<file path="src/hw/rhs_pkg.sv">
// Package for the read-after-write stall controller: constants, modes, states, carriers.
// Assumes one instruction-cycle clock shared by decode, prefetch and the data space.
package rhs_pkg;

    localparam logic [3:0]  RHS_SP_REG         = 4'hf;
    localparam int          RHS_WIN_CTRL_BIT   = 2;
    localparam logic [15:0] RHS_WIN_BASE       = 16'h8000;
    localparam logic [15:0] RHS_WREG_MAP_BASE  = 16'h0000;
    localparam int          RHS_STALL_CYCLES   = 1;
    localparam int          RHS_WIN_EXTRA      = 2;
    localparam int          RHS_HOLD_MAX       = RHS_STALL_CYCLES + RHS_WIN_EXTRA;

    typedef enum logic [1:0] {
        RHS_MODE_NONE    = 2'b00,
        RHS_MODE_DIRECT  = 2'b01,
        RHS_MODE_IND     = 2'b10,
        RHS_MODE_IND_MOD = 2'b11
    } rhs_mode_t;

    typedef enum logic [2:0] {
        RHS_OP_PLAIN  = 3'b000,
        RHS_OP_CALL   = 3'b001,
        RHS_OP_RETURN = 3'b010,
        RHS_OP_INT_RETURN = 3'b011,
        RHS_OP_LIT_RETURN = 3'b100,
        RHS_OP_JUMP   = 3'b101
    } rhs_op_t;

    typedef enum logic [1:0] {
        RHS_ST_RUN   = 2'b00,
        RHS_ST_STALL = 2'b01,
        RHS_ST_WIN_A = 2'b10,
        RHS_ST_WIN_B = 2'b11
    } rhs_state_t;

    // Executing instruction: its write and its own source
    typedef struct packed {
        rhs_op_t     op;
        rhs_mode_t   dst_mode;
        logic [3:0]  dst_reg;
        logic [15:0] dst_ptr;
        logic        wr_changes;
        rhs_mode_t   src_mode;
        logic [3:0]  src_reg;
    } rhs_cur_t;

    // Prefetched instruction: its source and effective address
    typedef struct packed {
        rhs_mode_t   src_mode;
        logic [3:0]  src_reg;
        logic        ea_valid;
        logic [15:0] src_ea;
    } rhs_pf_t;

endpackage

</file>
<file path="src/hw/rhs_stall_ctrl.sv">
// Read-after-write hazard detector and stall sequencer for a 16-bit core with one-deep prefetch.
// Assumes decode presents the executing and prefetched instructions on the same clock,
// and that instr_adv pulses once at each instruction boundary while the core is not held.
`timescale 1ns/1ps

module rhs_stall_ctrl (
    input  wire logic              ref_clk,
    input  wire logic              rst,
    input  wire rhs_pkg::rhs_cur_t cur,
    input  wire rhs_pkg::rhs_pf_t  pf,
    input  wire logic              instr_adv,
    input  wire logic              irq_take,
    input  wire logic              rpt_active,
    input  wire logic [15:0]       core_control_reg,
    output logic                   stall,
    output logic                   pc_hold,
    output logic                   fetch_hold,
    output logic                   ds_idle,
    output logic                   win_wait,
    output logic                   exc_two_cycle
);
    import rhs_pkg::*;

    // Pointer lands on the data-space word where working register idx is mapped
    function automatic logic maps_to_wreg(input logic [15:0] ptr, input logic [3:0] idx);
        logic [15:0] addr;
        addr = RHS_WREG_MAP_BASE + {11'h000, idx, 1'b0};
        return ptr == addr;
    endfunction

    // Source computes an address from its register
    function automatic logic is_indirect(input rhs_mode_t m);
        return (m == RHS_MODE_IND) || (m == RHS_MODE_IND_MOD);
    endfunction

    // Flow-change classes that perform no data write
    function automatic logic is_read_only(input rhs_op_t o);
        return (o == RHS_OP_RETURN) || (o == RHS_OP_INT_RETURN) || (o == RHS_OP_JUMP);
    endfunction

    rhs_state_t  state;
    rhs_state_t  next_state;
    logic        win_pend;
    logic        next_win_pend;
    logic        next_stall;
    logic        next_pc_hold;
    logic        next_fetch_hold;
    logic        next_ds_idle;
    logic        next_win_wait;
    logic        next_exc_two_cycle;
    logic [2:0]  hold_run;
    logic [2:0]  next_hold_run;

    rhs_mode_t   eff_dst_mode;
    logic [3:0]  eff_dst_reg;
    rhs_mode_t   eff_src_mode;
    logic [3:0]  eff_src_reg;
    logic        same_reg;
    logic        hazard;
    logic        win_hit;
    logic        adv_ok;

    // Hazard decision for the current boundary
    always_comb begin
        eff_dst_mode = cur.dst_mode;
        eff_dst_reg  = cur.dst_reg;
        if (cur.op == RHS_OP_CALL) begin
            eff_dst_mode = RHS_MODE_IND_MOD;
            eff_dst_reg  = RHS_SP_REG;
        end
        // Repeat: the fixed prefetch is the instruction itself
        eff_src_mode = rpt_active ? cur.src_mode : pf.src_mode;
        eff_src_reg  = rpt_active ? cur.src_reg : pf.src_reg;
        same_reg     = eff_dst_reg == eff_src_reg;
        hazard       = 1'b0;
        unique case (eff_dst_mode)
            RHS_MODE_NONE: begin
                hazard = 1'b0;
            end
            RHS_MODE_DIRECT: begin
                hazard = same_reg && is_indirect(eff_src_mode);
            end
            RHS_MODE_IND: begin
                hazard = is_indirect(eff_src_mode)
                         && maps_to_wreg(cur.dst_ptr, eff_src_reg);
            end
            RHS_MODE_IND_MOD: begin
                hazard = same_reg && is_indirect(eff_src_mode);
            end
        endcase
        if (!cur.wr_changes) begin
            hazard = 1'b0;
        end
        if (!is_indirect(eff_src_mode)) begin
            hazard = 1'b0;
        end
        if (is_read_only(cur.op)) begin
            hazard = 1'b0;
        end
        // Window hit redirects the access to program space
        win_hit = core_control_reg[RHS_WIN_CTRL_BIT] && pf.ea_valid
                  && (pf.src_ea >= RHS_WIN_BASE);
        adv_ok  = (state == RHS_ST_RUN) && instr_adv;
    end

    // Sequencer: stall cycle first, then the program-space wait cycles
    always_comb begin
        next_state         = state;
        next_win_pend      = win_pend;
        next_exc_two_cycle = (state == RHS_ST_STALL) && irq_take;
        unique case (state)
            RHS_ST_RUN: begin
                if (adv_ok) begin
                    next_win_pend = win_hit;
                    // Interrupt on the first instruction: exception covers the write
                    if (hazard && !irq_take) begin
                        next_state = RHS_ST_STALL;
                    end else if (win_hit) begin
                        next_state = RHS_ST_WIN_A;
                    end
                end
            end
            RHS_ST_STALL: begin
                next_state    = win_pend ? RHS_ST_WIN_A : RHS_ST_RUN;
                next_win_pend = 1'b0;
            end
            RHS_ST_WIN_A: begin
                next_state    = RHS_ST_WIN_B;
                next_win_pend = 1'b0;
            end
            RHS_ST_WIN_B: begin
                next_state = RHS_ST_RUN;
            end
        endcase
        next_stall      = next_state == RHS_ST_STALL;
        next_ds_idle    = next_stall;
        next_pc_hold    = next_state != RHS_ST_RUN;
        next_fetch_hold = next_state != RHS_ST_RUN;
        next_win_wait   = (next_state == RHS_ST_WIN_A) || (next_state == RHS_ST_WIN_B);
    end

    // Consecutive held cycles, saturating; watched by the hold limit check
    always_comb begin
        next_hold_run = hold_run;
        if (!pc_hold) begin
            next_hold_run = 3'h0;
        end else if (hold_run != 3'h7) begin
            next_hold_run = hold_run + 3'h1;
        end
    end

    always_ff @(posedge ref_clk or posedge rst) begin
        if (rst) begin
            hold_run <= 3'h0;
        end else begin
            hold_run <= next_hold_run;
        end
    end

    always_ff @(posedge ref_clk or posedge rst) begin
        if (rst) begin
            state         <= RHS_ST_RUN;
            win_pend      <= 1'b0;
            stall         <= 1'b0;
            pc_hold       <= 1'b0;
            fetch_hold    <= 1'b0;
            ds_idle       <= 1'b0;
            win_wait      <= 1'b0;
            exc_two_cycle <= 1'b0;
        end else begin
            state         <= next_state;
            win_pend      <= next_win_pend;
            stall         <= next_stall;
            pc_hold       <= next_pc_hold;
            fetch_hold    <= next_fetch_hold;
            ds_idle       <= next_ds_idle;
            win_wait      <= next_win_wait;
            exc_two_cycle <= next_exc_two_cycle;
        end
    end
endmodule

</file>
<file path="config.mk">
export PLATFORM = sky130hd
export DESIGN_NAME = rhs_stall_ctrl
export DESIGN_NICKNAME = d
export VERILOG_FILES = /design/src/hw/rhs_pkg.sv /design/src/hw/rhs_stall_ctrl.sv
export SDC_FILE = /design/constraint.sdc
export NUM_CORES = 1
export LEC_CHECK = 0
export ABC_AREA = 1
export BUFFER_PORTS_ARGS = -buffer_cell sky130_fd_sc_hd__buf_4
export CAP_MARGIN = 25
export CORE_ASPECT_RATIO = 1.2
export CORE_UTILIZATION = 33
export DETAILED_ROUTE_END_ITERATION = 6
export MAX_ROUTING_LAYER = met4
export PLACE_DENSITY_LB_ADDON = 0.25
export SETUP_SLACK_MARGIN = 0.1
export SLEW_MARGIN = 10
export SYNTH_ARGS = -nofsm -noshare
export SYNTH_HDL_FRONTEND = slang
export SYNTH_SLANG_ARGS = --single-unit
export TNS_END_PERCENT = 100
</file>
<file path="constraint.sdc">
create_clock -name ref_clk -period 1.59 [get_ports ref_clk]
set_input_delay 0 -clock ref_clk [delete_from_list [all_inputs] [get_ports ref_clk]]
set_output_delay 0 -clock ref_clk [all_outputs]
set_load 0.05 [all_outputs]
</file>
# Yosys cells after proc, flatten, opt, wreduce, memory -nomap -nowiden
# Cells that the tools add are included.
[totals] reg_bits=7 input_bits=76 out_inout_bits=6 word_cells=59
[op_classes] eq_ne=18 n_mux=15 magnitude_cmp=1 reduce_logical=19
[op_table] op="16-bit by 5-bit == test with 1-bit output" n=1
[op_table] op="2-bit == test (second input constant)" n=8
[op_table] op="16-bit >= comparator (second input constant)" n=1
[op_table] op="2-bit two-way mux" n=6
[op_table] op="4-bit two-way mux" n=2
[op_table] op="2-bit case mux with 4 select lines" n=1
[op_table] op="1-bit logical AND" n=7
[op_table] op="2-bit by 1-bit == test with 1-bit output (second input constant)" n=3
[op_table] op="3-bit by 2-bit == test with 1-bit output (second input constant)" n=2
[op_table] op="4-bit == test" n=1
[op_table] op="2-bit zero test" n=2
[op_table] op="1-bit logical OR" n=4
[op_table] op="1-bit two-way mux" n=4
[op_table] op="2-bit nonzero test" n=2
[op_table] op="2-bit OR reduction" n=2
[op_table] op="3-bit by 1-bit == test with 1-bit output (second input constant)" n=1
[op_table] op="3-bit == test (second input constant)" n=1
[op_table] op="1-bit case mux with 3 select lines" n=1
[op_table] op="2-bit inequality test (second input constant)" n=1
[op_table] op="1-bit case mux with 2 select lines" n=1
[op_table] op="2-bit AND reduction" n=1
[op_table] op="1-bit zero test" n=1

# Depth between registers and ports, before layout
# Gate-level depths: netlist of the first run.
[depth] depth_word=14 depth_mapped=13 ltp_nobuf=13

# Worst setup path after synthesis of the first run
# No wires, ideal clock.
[synth_timing] path_kind="register to register" start="register state[0]" end="register fetch_hold" period_less_slack_ps=1457 stages_incl_launch_ff=10 setup_time_ps=121 path_buffers=0 t_required_ps=1469 setup_slack_ps=133 arrival_ps=1337 path_cell_list="dfrtp_1 > inv_1 > ha_1 > nand2_1 > inv_1 > nand3b_1 > nor4_1 > nand2_2 > a21oi_1 > nand2_1"
[synth_between] elab_chain_cells=5 word_cells_on_any_way=10 cone_classes="eq/ne (3); mux (4); reduce/logical (3)"
[synth_lines] item="start: declaration" line_no="rhs_stall_ctrl.sv:41" rtl="rhs_state_t state;"
[synth_lines] item="start signal: assignment" line_no="rhs_stall_ctrl.sv:171" rtl="state <= next_state;"
[synth_lines] item="2-bit two-way mux or 2-bit zero test (tied branches)" line_no="rhs_stall_ctrl.sv:118, rhs_stall_ctrl.sv:103, rhs_stall_ctrl.sv:111"
[synth_lines] item="2-bit two-way mux or 1-bit logical AND (tied branches)" line_no="rhs_stall_ctrl.sv:116, rhs_stall_ctrl.sv:103"
[synth_lines] item="2-bit two-way mux" line_no="rhs_stall_ctrl.sv:113" rtl="if (adv_ok) begin"
[synth_lines] item="2-bit case mux with 4 select lines *" line_no="rhs_stall_ctrl.sv:111" rtl="unique case (state)"
[synth_lines] item="2-bit nonzero test *" line_no="rhs_stall_ctrl.sv:138" rtl="next_fetch_hold = next_state != RHS_ST_RUN;"
[synth_lines] item="via next_fetch_hold" line_no="rhs_stall_ctrl.sv:47" rtl="logic next_fetch_hold;"
[synth_lines] item="end signal: assignment" line_no="rhs_stall_ctrl.sv:175" rtl="fetch_hold <= next_fetch_hold;"
[synth_lines] item="end: declaration" line_no="rhs_stall_ctrl.sv:17" rtl="output logic fetch_hold,"
# The timed path passes the listed nets; every way through them passes the cells marked *.
# A chain may end at the register's enable or synchronous reset.

# Worst setup path in the final report of the first run
[layout_timing] start="register state[0]" end="register ds_idle"
[layout_between] elab_chain_cells=5 word_cells_on_any_way=10 cone_classes="eq/ne (4); mux (4); reduce/logical (2)"
[layout_lines] item="2-bit zero test" line_no="rhs_stall_ctrl.sv:103, rhs_stall_ctrl.sv:111"
[layout_lines] item="1-bit logical AND" line_no="rhs_stall_ctrl.sv:103" rtl="adv_ok = (state == RHS_ST_RUN) && instr_adv;"
[layout_lines] item="2-bit two-way mux" line_no="rhs_stall_ctrl.sv:113"
[layout_lines] item="2-bit case mux with 4 select lines *" line_no="rhs_stall_ctrl.sv:111"
[layout_lines] item="via next_state[1]" line_no="rhs_stall_ctrl.sv:42" rtl="rhs_state_t next_state;"
[layout_lines] item="2-bit by 1-bit == test with 1-bit output *" line_no="rhs_stall_ctrl.sv:135" rtl="next_stall = next_state == RHS_ST_STALL;"
[layout_lines] item="via next_ds_idle" line_no="rhs_stall_ctrl.sv:48" rtl="logic next_ds_idle;"
[layout_lines] item="end signal: assignment" line_no="rhs_stall_ctrl.sv:176" rtl="ds_idle <= next_ds_idle;"
[layout_lines] item="end: declaration" line_no="rhs_stall_ctrl.sv:18" rtl="output logic ds_idle,"
# Marks and branches as above.

==> run_results.csv, run 1 <==
group,metric,value,unit
run_status,status,"finished clean",
sta,setup_viol,0,
grt,grt_max_degree,8,
synthesis,netlist_area,719.4,µm²
setup_path,end_kind,"register",
synthesis,ys_warn_count,0,
power,leakagePower,0.7361,nW
sta,fin_crit,1.533,ns
setup_path,start_kind,"register",
floorplanning,rows,18,
placed_design,hpwl,1.635,mm
min_path,min_path_type,"in2reg",
floorplanning,dieHeight,53.15,µm
cells_and_area,fill_cells,201,
clock_tree,clk_pin_slew,0.05,ns
placed_design,gp_congestion,0.7358,
power,vdd_drop_max,1.206,mV
min_path,hp-start,"pf[15]",
grt,grt_pass1_vias,871,
sta,finalHoldViolCount,0,
placed_design,placed_area,0.001140,mm²
setup_path,cp_max_fo,3,
cells_and_area,stdcell_count,212,
cells_and_area,final_common_cell,"buf_4",
cells_and_area,final_cell_area,0.001234,mm²
setup_path,required,1.77,ns
synthesis,post_synth.cell_area_avg,5.849,µm²
routing,wl_per_cell,9.368,µm
cells_and_area,drive_gt1_share,45.05,%
cells_and_area,nets,262,
setup_path,cp-startpoint,"state[0]",
sta,tns,0,ns
sta,fmax,0.6525,GHz
grt,track_usage,18.61,%
floorplanning,die_w,44.63,µm
routing,drtPass1Iterations,4,
clock_tree,cts_root_buf,"clkbuf_4",
sta,finalClockSkew,0.002730,ns
floorplanning,coreArea,0.002049,mm²
synthesis,synth.ff_latch_count,7,
clock_tree,h-tree-depth,1,
power,power,1.340,mW
grt,antenna_found_initial,0,
placed_design,placed_cells,204,
floorplanning,start_util,35.10,%
clock_tree,cts_sinks,7,
routing,drcViolationCount,0,
cells_and_area,antennaDiodeCount,0,
routing,avgViaCountPerCell,4.241,
routing,ant_nets,0,
synthesis,synth_seq_area_share,24.35,%
routing,vias,899,
sta,rsz0062_at_grt,"true",
job,maxCapViolations,0,
cells_and_area,layout.cells.most_common_list,"55 x buf_4, 37 x nand2_1, 21 x inv_1",
setup_path,critPathKind,"reg2reg",
synthesis,synth_fp_nets,202,
sta,final_max_slew_viol_count,0,
sta,maxSlewHeadroom,74.19,%
floorplanning,die_area,0.002372,mm²
sta,whs,0.1162,ns
clock_tree,ctsLongestPathBuffers,2,
grt,grt_pass1_wl,3.270,mm
routing,drt_iter0_markers,11,
setup_path,r2r-start,"state[0]",
clock_tree,clock_latency,0.25,ns
clock_tree,cts_inserted_buffers,3,
sta,min_period_over_period,96.39,%
power,power-per-cell-area,1086,mW/mm²
sta,worst_pin_slew,0.3830,ns
routing,routed_wirelength,1.986,mm
synthesis,synthDistinctLibCells,21,
placed_design,io_buffer_count,49,
setup_path,cp_data_arrival_time,1.71,ns
floorplanning,io_pins,82,
cells_and_area,area_delta_synth_final,71.48,%
synthesis,syn_inst,123,
clock_tree,cts_tree,"built",
grt,grt_overflow,0,
## where the power goes
part | internal [mW] | switching (mW)
clock | 0.0954 | 0.0602
combinational | 0.371 | 0.530
sequential | 0.247 | 0.0360
total | 0.713 | 0.626
## synthesized netlist by cell type
cell type	number	area share, %
ha_1	3	5.2
nand3b_1	2	2.1
and2_4	1	1.2
a21oi_2	1	1.2
nand2_1	39	20
nor4_1	1	0.87
a21o_2	1	1.2
buf_4	2	2.1
nor2_1	14	7.3
dfrtp_1	7	24
a21oi_1	2	1.4
nand3_1	7	4.9
nand2_2	9	7.8
nand4_1	1	0.87
inv_1	24	13
o22ai_1	1	0.87
or2_2	1	0.87
nor2_2	1	0.87
o21ai_0	4	2.8
clkinv_2	1	0.69
inv_2	1	0.52
## sequential cells by signal, indices dropped and copies added (netlist names)
signal / flops
state: 2
ds_idle: 1
exc_two_cycle: 1
fetch_hold: 1
win_pend: 1
win_wait: 1
## layer usage
| metal | global-route usage (%) | up-vias | wire [µm] |
|---|---|---|---|
| li1 | - | 485 | - |
| met3 | 2.389 | 0 | 86 |
| met4 | 3.030 | 0 | 0 |
| met2 | 36.03 | 21 | 1141 |
| met1 | 20.12 | 393 | 759 |
| met5 | - | - | 0 |
## cells by family after synthesis
| group | synth area share [%] |
|---|---|
| adder cells (fa/ha/maj) | 5.218 |
| flip-flops | 24.35 |
| AO/OA/AOI/OAI | 7.479 |
| buffers and inverters | 15.82 |
| AND/OR/NAND/NOR | 47.13 |
## critical path: stages, from the launching register on
cell and delay, ns:
dfrtp_1 0.39, inv_2 0.08, ha_4 0.14, nand2_4 0.04
inv_2 0.04, nand3b_1 0.09, nor4_2 0.29, nand2_2 0.12
nand2_2 0.10, nand2_2 0.06, nor2_2 0.10
## per-stage QoR
| stage | setup slack [ns] | util (%) |
|---|---|---|
| after floorplan | 0.1326 | - |
| after global placement | 0.01837 | 55.62 |
| after detailed placement | 0.008901 | 55.62 |
| after CTS | 0.1066 | 58.18 |
| after global routing | -0.1051 | 60.20 |
| final | 0.05746 | 60.20 |
## final cells by class
| type | instances | area [µm²] | share of cell area (%) |
|---|---|---|---|
| multi-input cells | 88 | 462.9 | 37.53 |
| clock buffers | 4 | 26.28 | 2.130 |
| well taps | 30 | 37.54 | 3.043 |
| flip-flops and latches | 7 | 175.2 | 14.20 |
| inverters | 26 | 98.84 | 8.012 |
| repair buffers | 57 | 432.9 | 35.09 |
## what timing repair did
action                                 in CTS  in global routing
resized for setup                           1                  9
setup endpoints to repair                   5                  5
endpoints found under the hold margin       8                  0
cloned                                      0                  0
hold buffers                                2                  0
pin swaps                                   1                  6
buffers inserted                            0                  2
## worst paths after layout
kind                                   end  slack, ns  cells past startpoint
worst min-delay path              win_pend       0.12                      3
worst max register to register     ds_idle       0.06                     10
max in group asynchronous         state[0]       1.15                      3
worst min register to register    win_pend       0.53                      2
worst max-delay path               ds_idle       0.06                     10
min in group asynchronous       fetch_hold       0.24                      3
Note: power is estimated with default switching activity, not from simulation.
==> inputs of run 2 (changes only) <==
Settings changed: ABC_AREA 1 to unset, CORE_UTILIZATION 33 to 31.
==> run_results.csv, run 2 <==
group,metric,value,unit
cells_and_area,top_register,"state",
cells_and_area,utilization,57.90,%
job,maxCapViolations,0,
sta,worst_slack,0.1148,ns
floorplanning,rows,17,
cells_and_area,area_delta_synth_final,72.10,%
grt,grt_pass1_wl,2.691,mm
floorplanning,io_pins,82,
synthesis,synth_top_family_by_area,"simple AND/OR/NAND/NOR gates",
synthesis,synth-edff-count,0,
grt,use_met2,29.55,%
sta,finalHoldViolCount,0,
sta,setup_viol,0,
synthesis,synth.ff_latch_count,7,
floorplanning,dieHeight,51.65,µm
sta,fmax,0.6779,GHz
floorplanning,die_w,43.38,µm
routing,vias,712,
cells_and_area,regArea,175.2,µm²
grt,grt_pass1_vias,675,
floorplanning,die_area,0.002240,mm²
setup_path,end_kind,"register",
routing,drtPass1Iterations,6,
synthesis,yosys.area_share.simple,26.92,%
clock_tree,h-tree-depth,1,
routing,wl_per_cell,11.73,µm
routing,ant_nets,0,
clock_tree,cts_tree,"built",
sta,fin_crit,1.475,ns
setup_path,start_kind,"register",
synthesis,syn_inst,67,
power,vdd_drop_max,0.6513,mV
cells_and_area,antennaDiodeCount,0,
synthesis,synthDistinctLibCells,31,
synthesis,yosysMostFrequentCell,"dfrtp_1",
synthesis,async_flop_share,100.0,%
floorplanning,start_util,33.64,%
placed_design,io_buffer_count,49,
routing,drt_iter0_markers,10,
synthesis,post_synth.cell_area_avg,9.505,µm²
clock_tree,cts_inserted_buffers,3,
routing,drcViolationCount,2,
placed_design,gp_congestion,0.7670,
setup_path,critPathKind,"reg2reg",
placed_design,placed_cells,135,
synthesis,synthTopCellsByArea,"dfrtp_1 28%, mux2i_1 6.3%, ha_1 5.9%",
clock_tree,ctsLongestPathBuffers,2,
grt,busiest_layer,"met2",
sta,rsz0062_at_grt,"true",
synthesis,synth_xor_area_share,5.501,%
cells_and_area,layout.cells.most_common_list,"53 x buf_4, 7 x dfrtp_1",
synthesis,synth_seq_area_share,27.50,%
synthesis,synthAdderAreaFrac,5.894,%
clock_tree,clock_latency,0.24,ns
min_path,min_path_type,"in2reg",
grt,antenna_found_initial,0,
sta,worst_pin_slew,0.3303,ns
placed_design,place_ws,0.01605,ns
clock_tree,clk_pin_slew,0.05,ns
synthesis,muxShareOfSynthArea,12.38,%
clock_tree,cts_root_buf,"clkbuf_4",
sta,tns,0,ns
synthesis,synth_fp_nets,146,
synthesis,synth_commonest_cells,"7 x dfrtp_1, 4 x and2_1, 4 x mux2i_1, 4 x nand2_1, 4 x xor2_1",
sta,finalClockSkew,0.0001184,ns
cells_and_area,fill_cells,186,
floorplanning,coreArea,0.001893,mm²
routing,avgViaCountPerCell,5.014,
grt,grt_use_met3,1.042,%
cells_and_area,multiInputGateArea,441.7,µm²
sta,min_period_over_period,92.78,%
cells_and_area,stdcell_count,142,
power,leakagePower,0.5611,nW
clock_tree,cts_sinks,7,
cells_and_area,largest_reg_flops,2,
cells_and_area,drive_gt1_share,53.66,%
cells_and_area,final_common_cell,"buf_4",
synthesis,ys_warn_count,0,
sta,maxSlewHeadroom,77.35,%
synthesis,netlist_area,636.9,µm²
grt,track_usage,16.21,%
grt,grt_overflow,0,
run_status,violations,"DRC",
setup_path,required,1.69,ns
cells_and_area,nets,203,
power,power-per-cell-area,1146,mW/mm²
synthesis,synth_ff_type,"dfrtp_1",
synthesis,netlist.area_leader.share,27.50,%
setup_path,cp_max_fo,5,
placed_design,hpwl,1.507,mm
sta,final_max_slew_viol_count,0,
grt,use_met1,18.34,%
grt,grt_max_degree,10,
setup_path,cp_data_arrival_time,1.58,ns
run_status,status,"finished with violations",
synthesis,synth-compound-area-share,15.91,%
routing,routed_wirelength,1.666,mm
synthesis,synth_top_cell_by_area,"dfrtp_1",
-- run 2: what timing repair did --
action,4_1_cts,5_1_grt
buffers inserted,0,1
gates resized for setup,2,0
gates cloned,0,0
setup endpoints to repair,3,4
pin swaps,1,3
endpoints found under the hold margin,8,0
hold buffers,2,0
-- run 2: stage by stage --
stage	total power [mW]	instance area, µm²	hold WS (ns)
2_1_floorplan	0.8385	649.4	-0.1966
3_3_place_gp	1.081	1037	-0.05931
3_5_place_dp	1.091	1037	-0.05310
4_1_cts	1.255	1089	0.08022
5_1_grt	1.351	1096	0.1181
6_report	1.256	1096	0.08425
-- run 2: cells by family after synthesis --
kind of cell	Yosys count
AND/OR/NAND/NOR	27
AO/OA/AOI/OAI	13
multiplexers	7
flip-flops	7
buffers and inverters	6
XOR/XNOR	4
adder cells (fa/ha/maj)	3
-- run 2: layout make-up --
type | instances | area share (%)
timing repair buffer | 55 | 38.13
sequential | 7 | 15.98
multi-input combinational | 54 | 40.30
tap | 19 | 2.169
clock buffer | 4 | 2.397
inverter | 3 | 1.027
-- run 2: worst max-delay path, cell delays in order, from the launching register on --
cell	delay (ns)
dfrtp_1	0.38
inv_2	0.07
ha_4	0.15
nand4b_1	0.10
nor3_2	0.05
and3_1	0.16
a32oi_2	0.28
o211ai_1	0.14
-- run 2: power by group --
group | total, mW | switching [mW] | internal [mW]
Clock | 0.151 | 0.0555 | 0.0951
Combinational | 0.822 | 0.440 | 0.382
Sequential | 0.284 | 0.0358 | 0.248
Total | 1.26 | 0.531 | 0.725
-- run 2: worst paths after layout --
path | slack (ns) | endpoint | startpoint | depth (start not counted)
min in group asynchronous | 0.24 | exc_two_cycle | rst | 3
max | 0.11 | fetch_hold | state[1] | 7
max in group asynchronous | 1.15 | ds_idle | rst | 3
min | 0.08 | win_pend | instr_adv | 4
max reg2reg | 0.11 | fetch_hold | state[1] | 7
min reg2reg | 0.49 | win_pend | win_pend | 2
-- run 2: layer usage --
metal	vias up	routed length, µm
met5	-	0
met4	0	13
met3	2	49
met2	18	947
met1	327	655
li1	365	-
==> inputs of run 3 (changes only) <==
Settings changed: CORE_UTILIZATION 31 to 23.
==> run_results.csv, run 3 (synthesis results as in run 2) <==
group,metric,value,unit
cells_and_area,final_common_cell,"buf_4",
clock_tree,cts_root_buf,"clkbuf_4",
grt,antenna_found_initial,0,
cells_and_area,fill_cells,265,
min_path,hold_path_depth,4,
cells_and_area,antennaDiodeCount,0,
power,swShare,42.91,%
routing,drt_iter0_markers,4,
power,leakagePower,0.5611,nW
setup_path,r2r-start,"state[0]",
setup_path,slowest_stage,"dfrtp_1",
grt,track_usage,11.86,%
sta,worst_pin_slew,0.2981,ns
routing,vias,739,
clock_tree,cts_sinks,7,
floorplanning,dieHeight,59.65,µm
setup_path,r2r_cells,7,
clock_tree,clk_pin_slew,0.05,ns
clock_tree,clock_latency,0.25,ns
cells_and_area,stdcell_count,156,
power,power_frac_comb,65.4,%
power,clkPwrFrac,12.5,%
power,vdd_drop_max,0.7107,mV
sta,fmax,0.6790,GHz
setup_path,path_cells,"inv_2 -> ha_4 -> nand4b_1 -> nor3_2 -> and3_1 -> a32oi_2 -> and2_1",
sta,rsz0062_at_grt,"true",
clock_tree,cts_tree,"built",
floorplanning,die_area,0.002984,mm²
sta,maxSlewHeadroom,79.56,%
sta,finalHoldViolCount,0,
job,maxCapViolations,0,
cells_and_area,top_register,"state",
floorplanning,coreArea,0.002577,mm²
clock_tree,h-tree-depth,1,
grt,grt_pass1_vias,740,
sta,whs,0.07651,ns
placed_design,hpwl,1.373,mm
sta,min_period_over_period,92.62,%
power,seqPwrFrac,22.2,%
setup_path,start_kind,"register",
power,p_int,0.7305,mW
clock_tree,cts_inserted_buffers,3,
sta,setup_viol,0,
setup_path,critPathKind,"reg2reg",
sta,fin_crit,1.473,ns
setup_path,cp_data_arrival_time,1.61,ns
floorplanning,die_w,50.04,µm
min_path,holdPathEnd,"win_pend",
setup_path,critPathMaxStageDelay,0.39,ns
routing,avgViaCountPerCell,4.737,
sta,final_max_slew_viol_count,0,
setup_path,end_kind,"register",
run_status,status,"finished clean",
floorplanning,rows,20,
cells_and_area,multiInputGateArea,441.7,µm²
routing,wl_per_cell,10.10,µm
placed_design,gp_congestion,0.8802,
placed_design,placed_cells,149,
cells_and_area,largest_reg_flops,2,
min_path,min_path_type,"in2reg",
grt,grt_max_degree,10,
grt,grt_overflow,0,
cells_and_area,regArea,175.2,µm²
routing,ant_nets,0,
setup_path,cp_max_fo,5,
setup_path,r2r_slack,0.12,ns
power,power-per-cell-area,1149,mW/mm²
placed_design,io_buffer_count,49,
cells_and_area,area_delta_synth_final,74.85,%
sta,finalClockSkew,0.001716,ns
grt,grt_pass1_wl,2.704,mm
setup_path,required,1.73,ns
clock_tree,ctsLongestPathBuffers,2,
cells_and_area,drive_gt1_share,53.66,%
cells_and_area,layout.cells.most_common_list,"53 x buf_4, 7 x dfrtp_1",
min_path,hp-start,"instr_adv",
cells_and_area,nets,203,
routing,routed_wirelength,1.575,mm
routing,drtPass1Iterations,4,
floorplanning,start_util,24.71,%
floorplanning,io_pins,82,
power,p_switching,0.5490,mW
setup_path,r2r_end,"state[1]",
routing,drcViolationCount,0,
[run 3: cell counts in the layout (fill, tap and decap cells not counted)]
No cell type changed its count.
[run 3: stage by stage]
step | worst slack, ns | power [mW] | cell area (µm²) | util [%] | TNS, ns
final | 0.1173 | 1.280 | 1114 | 43.20 | 0
after detailed placement | 0.003686 | 1.095 | 1055 | 40.92 | 0
after global placement | -0.006822 | 1.088 | 1055 | 40.92 | -0.01204
after global routing | -0.01102 | 1.377 | 1114 | 43.20 | -0.02015
after floorplan | 0.1055 | 0.8385 | 649.4 | - | 0
after CTS | 0.1004 | 1.290 | 1114 | 43.20 | 0
[run 3: worst max-delay path by stage]
| stage | to | slack, ns | cells after the start | start |
|---|---|---|---|---|
| 3_5_place_dp | state[1] | 0.004 | 7 | state[1] |
| 5_1_grt | state[1] | -0.01 | 7 | state[0] |
| 4_1_cts | state[1] | 0.10 | 7 | state[0] |
| 3_3_place_gp | win_wait | -0.007 | 7 | state[1] |
| 6_report | state[1] | 0.12 | 7 | state[0] |
| 2_1_floorplan | state[1] | 0.11 | 7 | state[0] |
[run 3: area by class of cell]
type                    count  share of cell area, %
multi-input cells          54                  39.66
inverters                   3                  1.011
well taps                  33                  3.708
clock buffers               4                  2.360
repair buffers             55                  37.53
flip-flops and latches      7                  15.73
[run 3: per-layer routing]
metal,global-route usage [%],vias to the layer above,share of wire [%]
li1,-,362,-
met1,11.63,331,37
met2,23.05,44,53
met3,1.538,2,8.6
met4,4.898,0,0.76
met5,-,-,0
[run 3: timing repair]
item                       4_1_cts  5_1_grt
hold endpoints to repair         8        0
setup endpoints to repair        4        5
pin swaps                        1        2
gates resized for setup          2        0
cloned                           0        0
setup buffers                    1        0
hold buffers                     2        0
[run 3: power groups by stage]
stage	Sequential (mW)	Clock [mW]	Combinational (mW)
6_report	0.283	0.160	0.837
5_1_grt	0.291	0.176	0.910
4_1_cts	0.284	0.168	0.838
3_5_place_dp	0.281	0	0.814
3_3_place_gp	0.285	0	0.803
2_1_floorplan	0.419	0	0.419
[run 3: critical path, delay by kind of cell (launching register included)]
kind / cells / cell delay, ns
AND/OR/NAND/NOR: 4 / 0.60
buffers and inverters: 1 / 0.09
adder cells (fa/ha/maj): 1 / 0.13
AO/OA/AOI/OAI: 1 / 0.14
flip-flops: 1 / 0.39
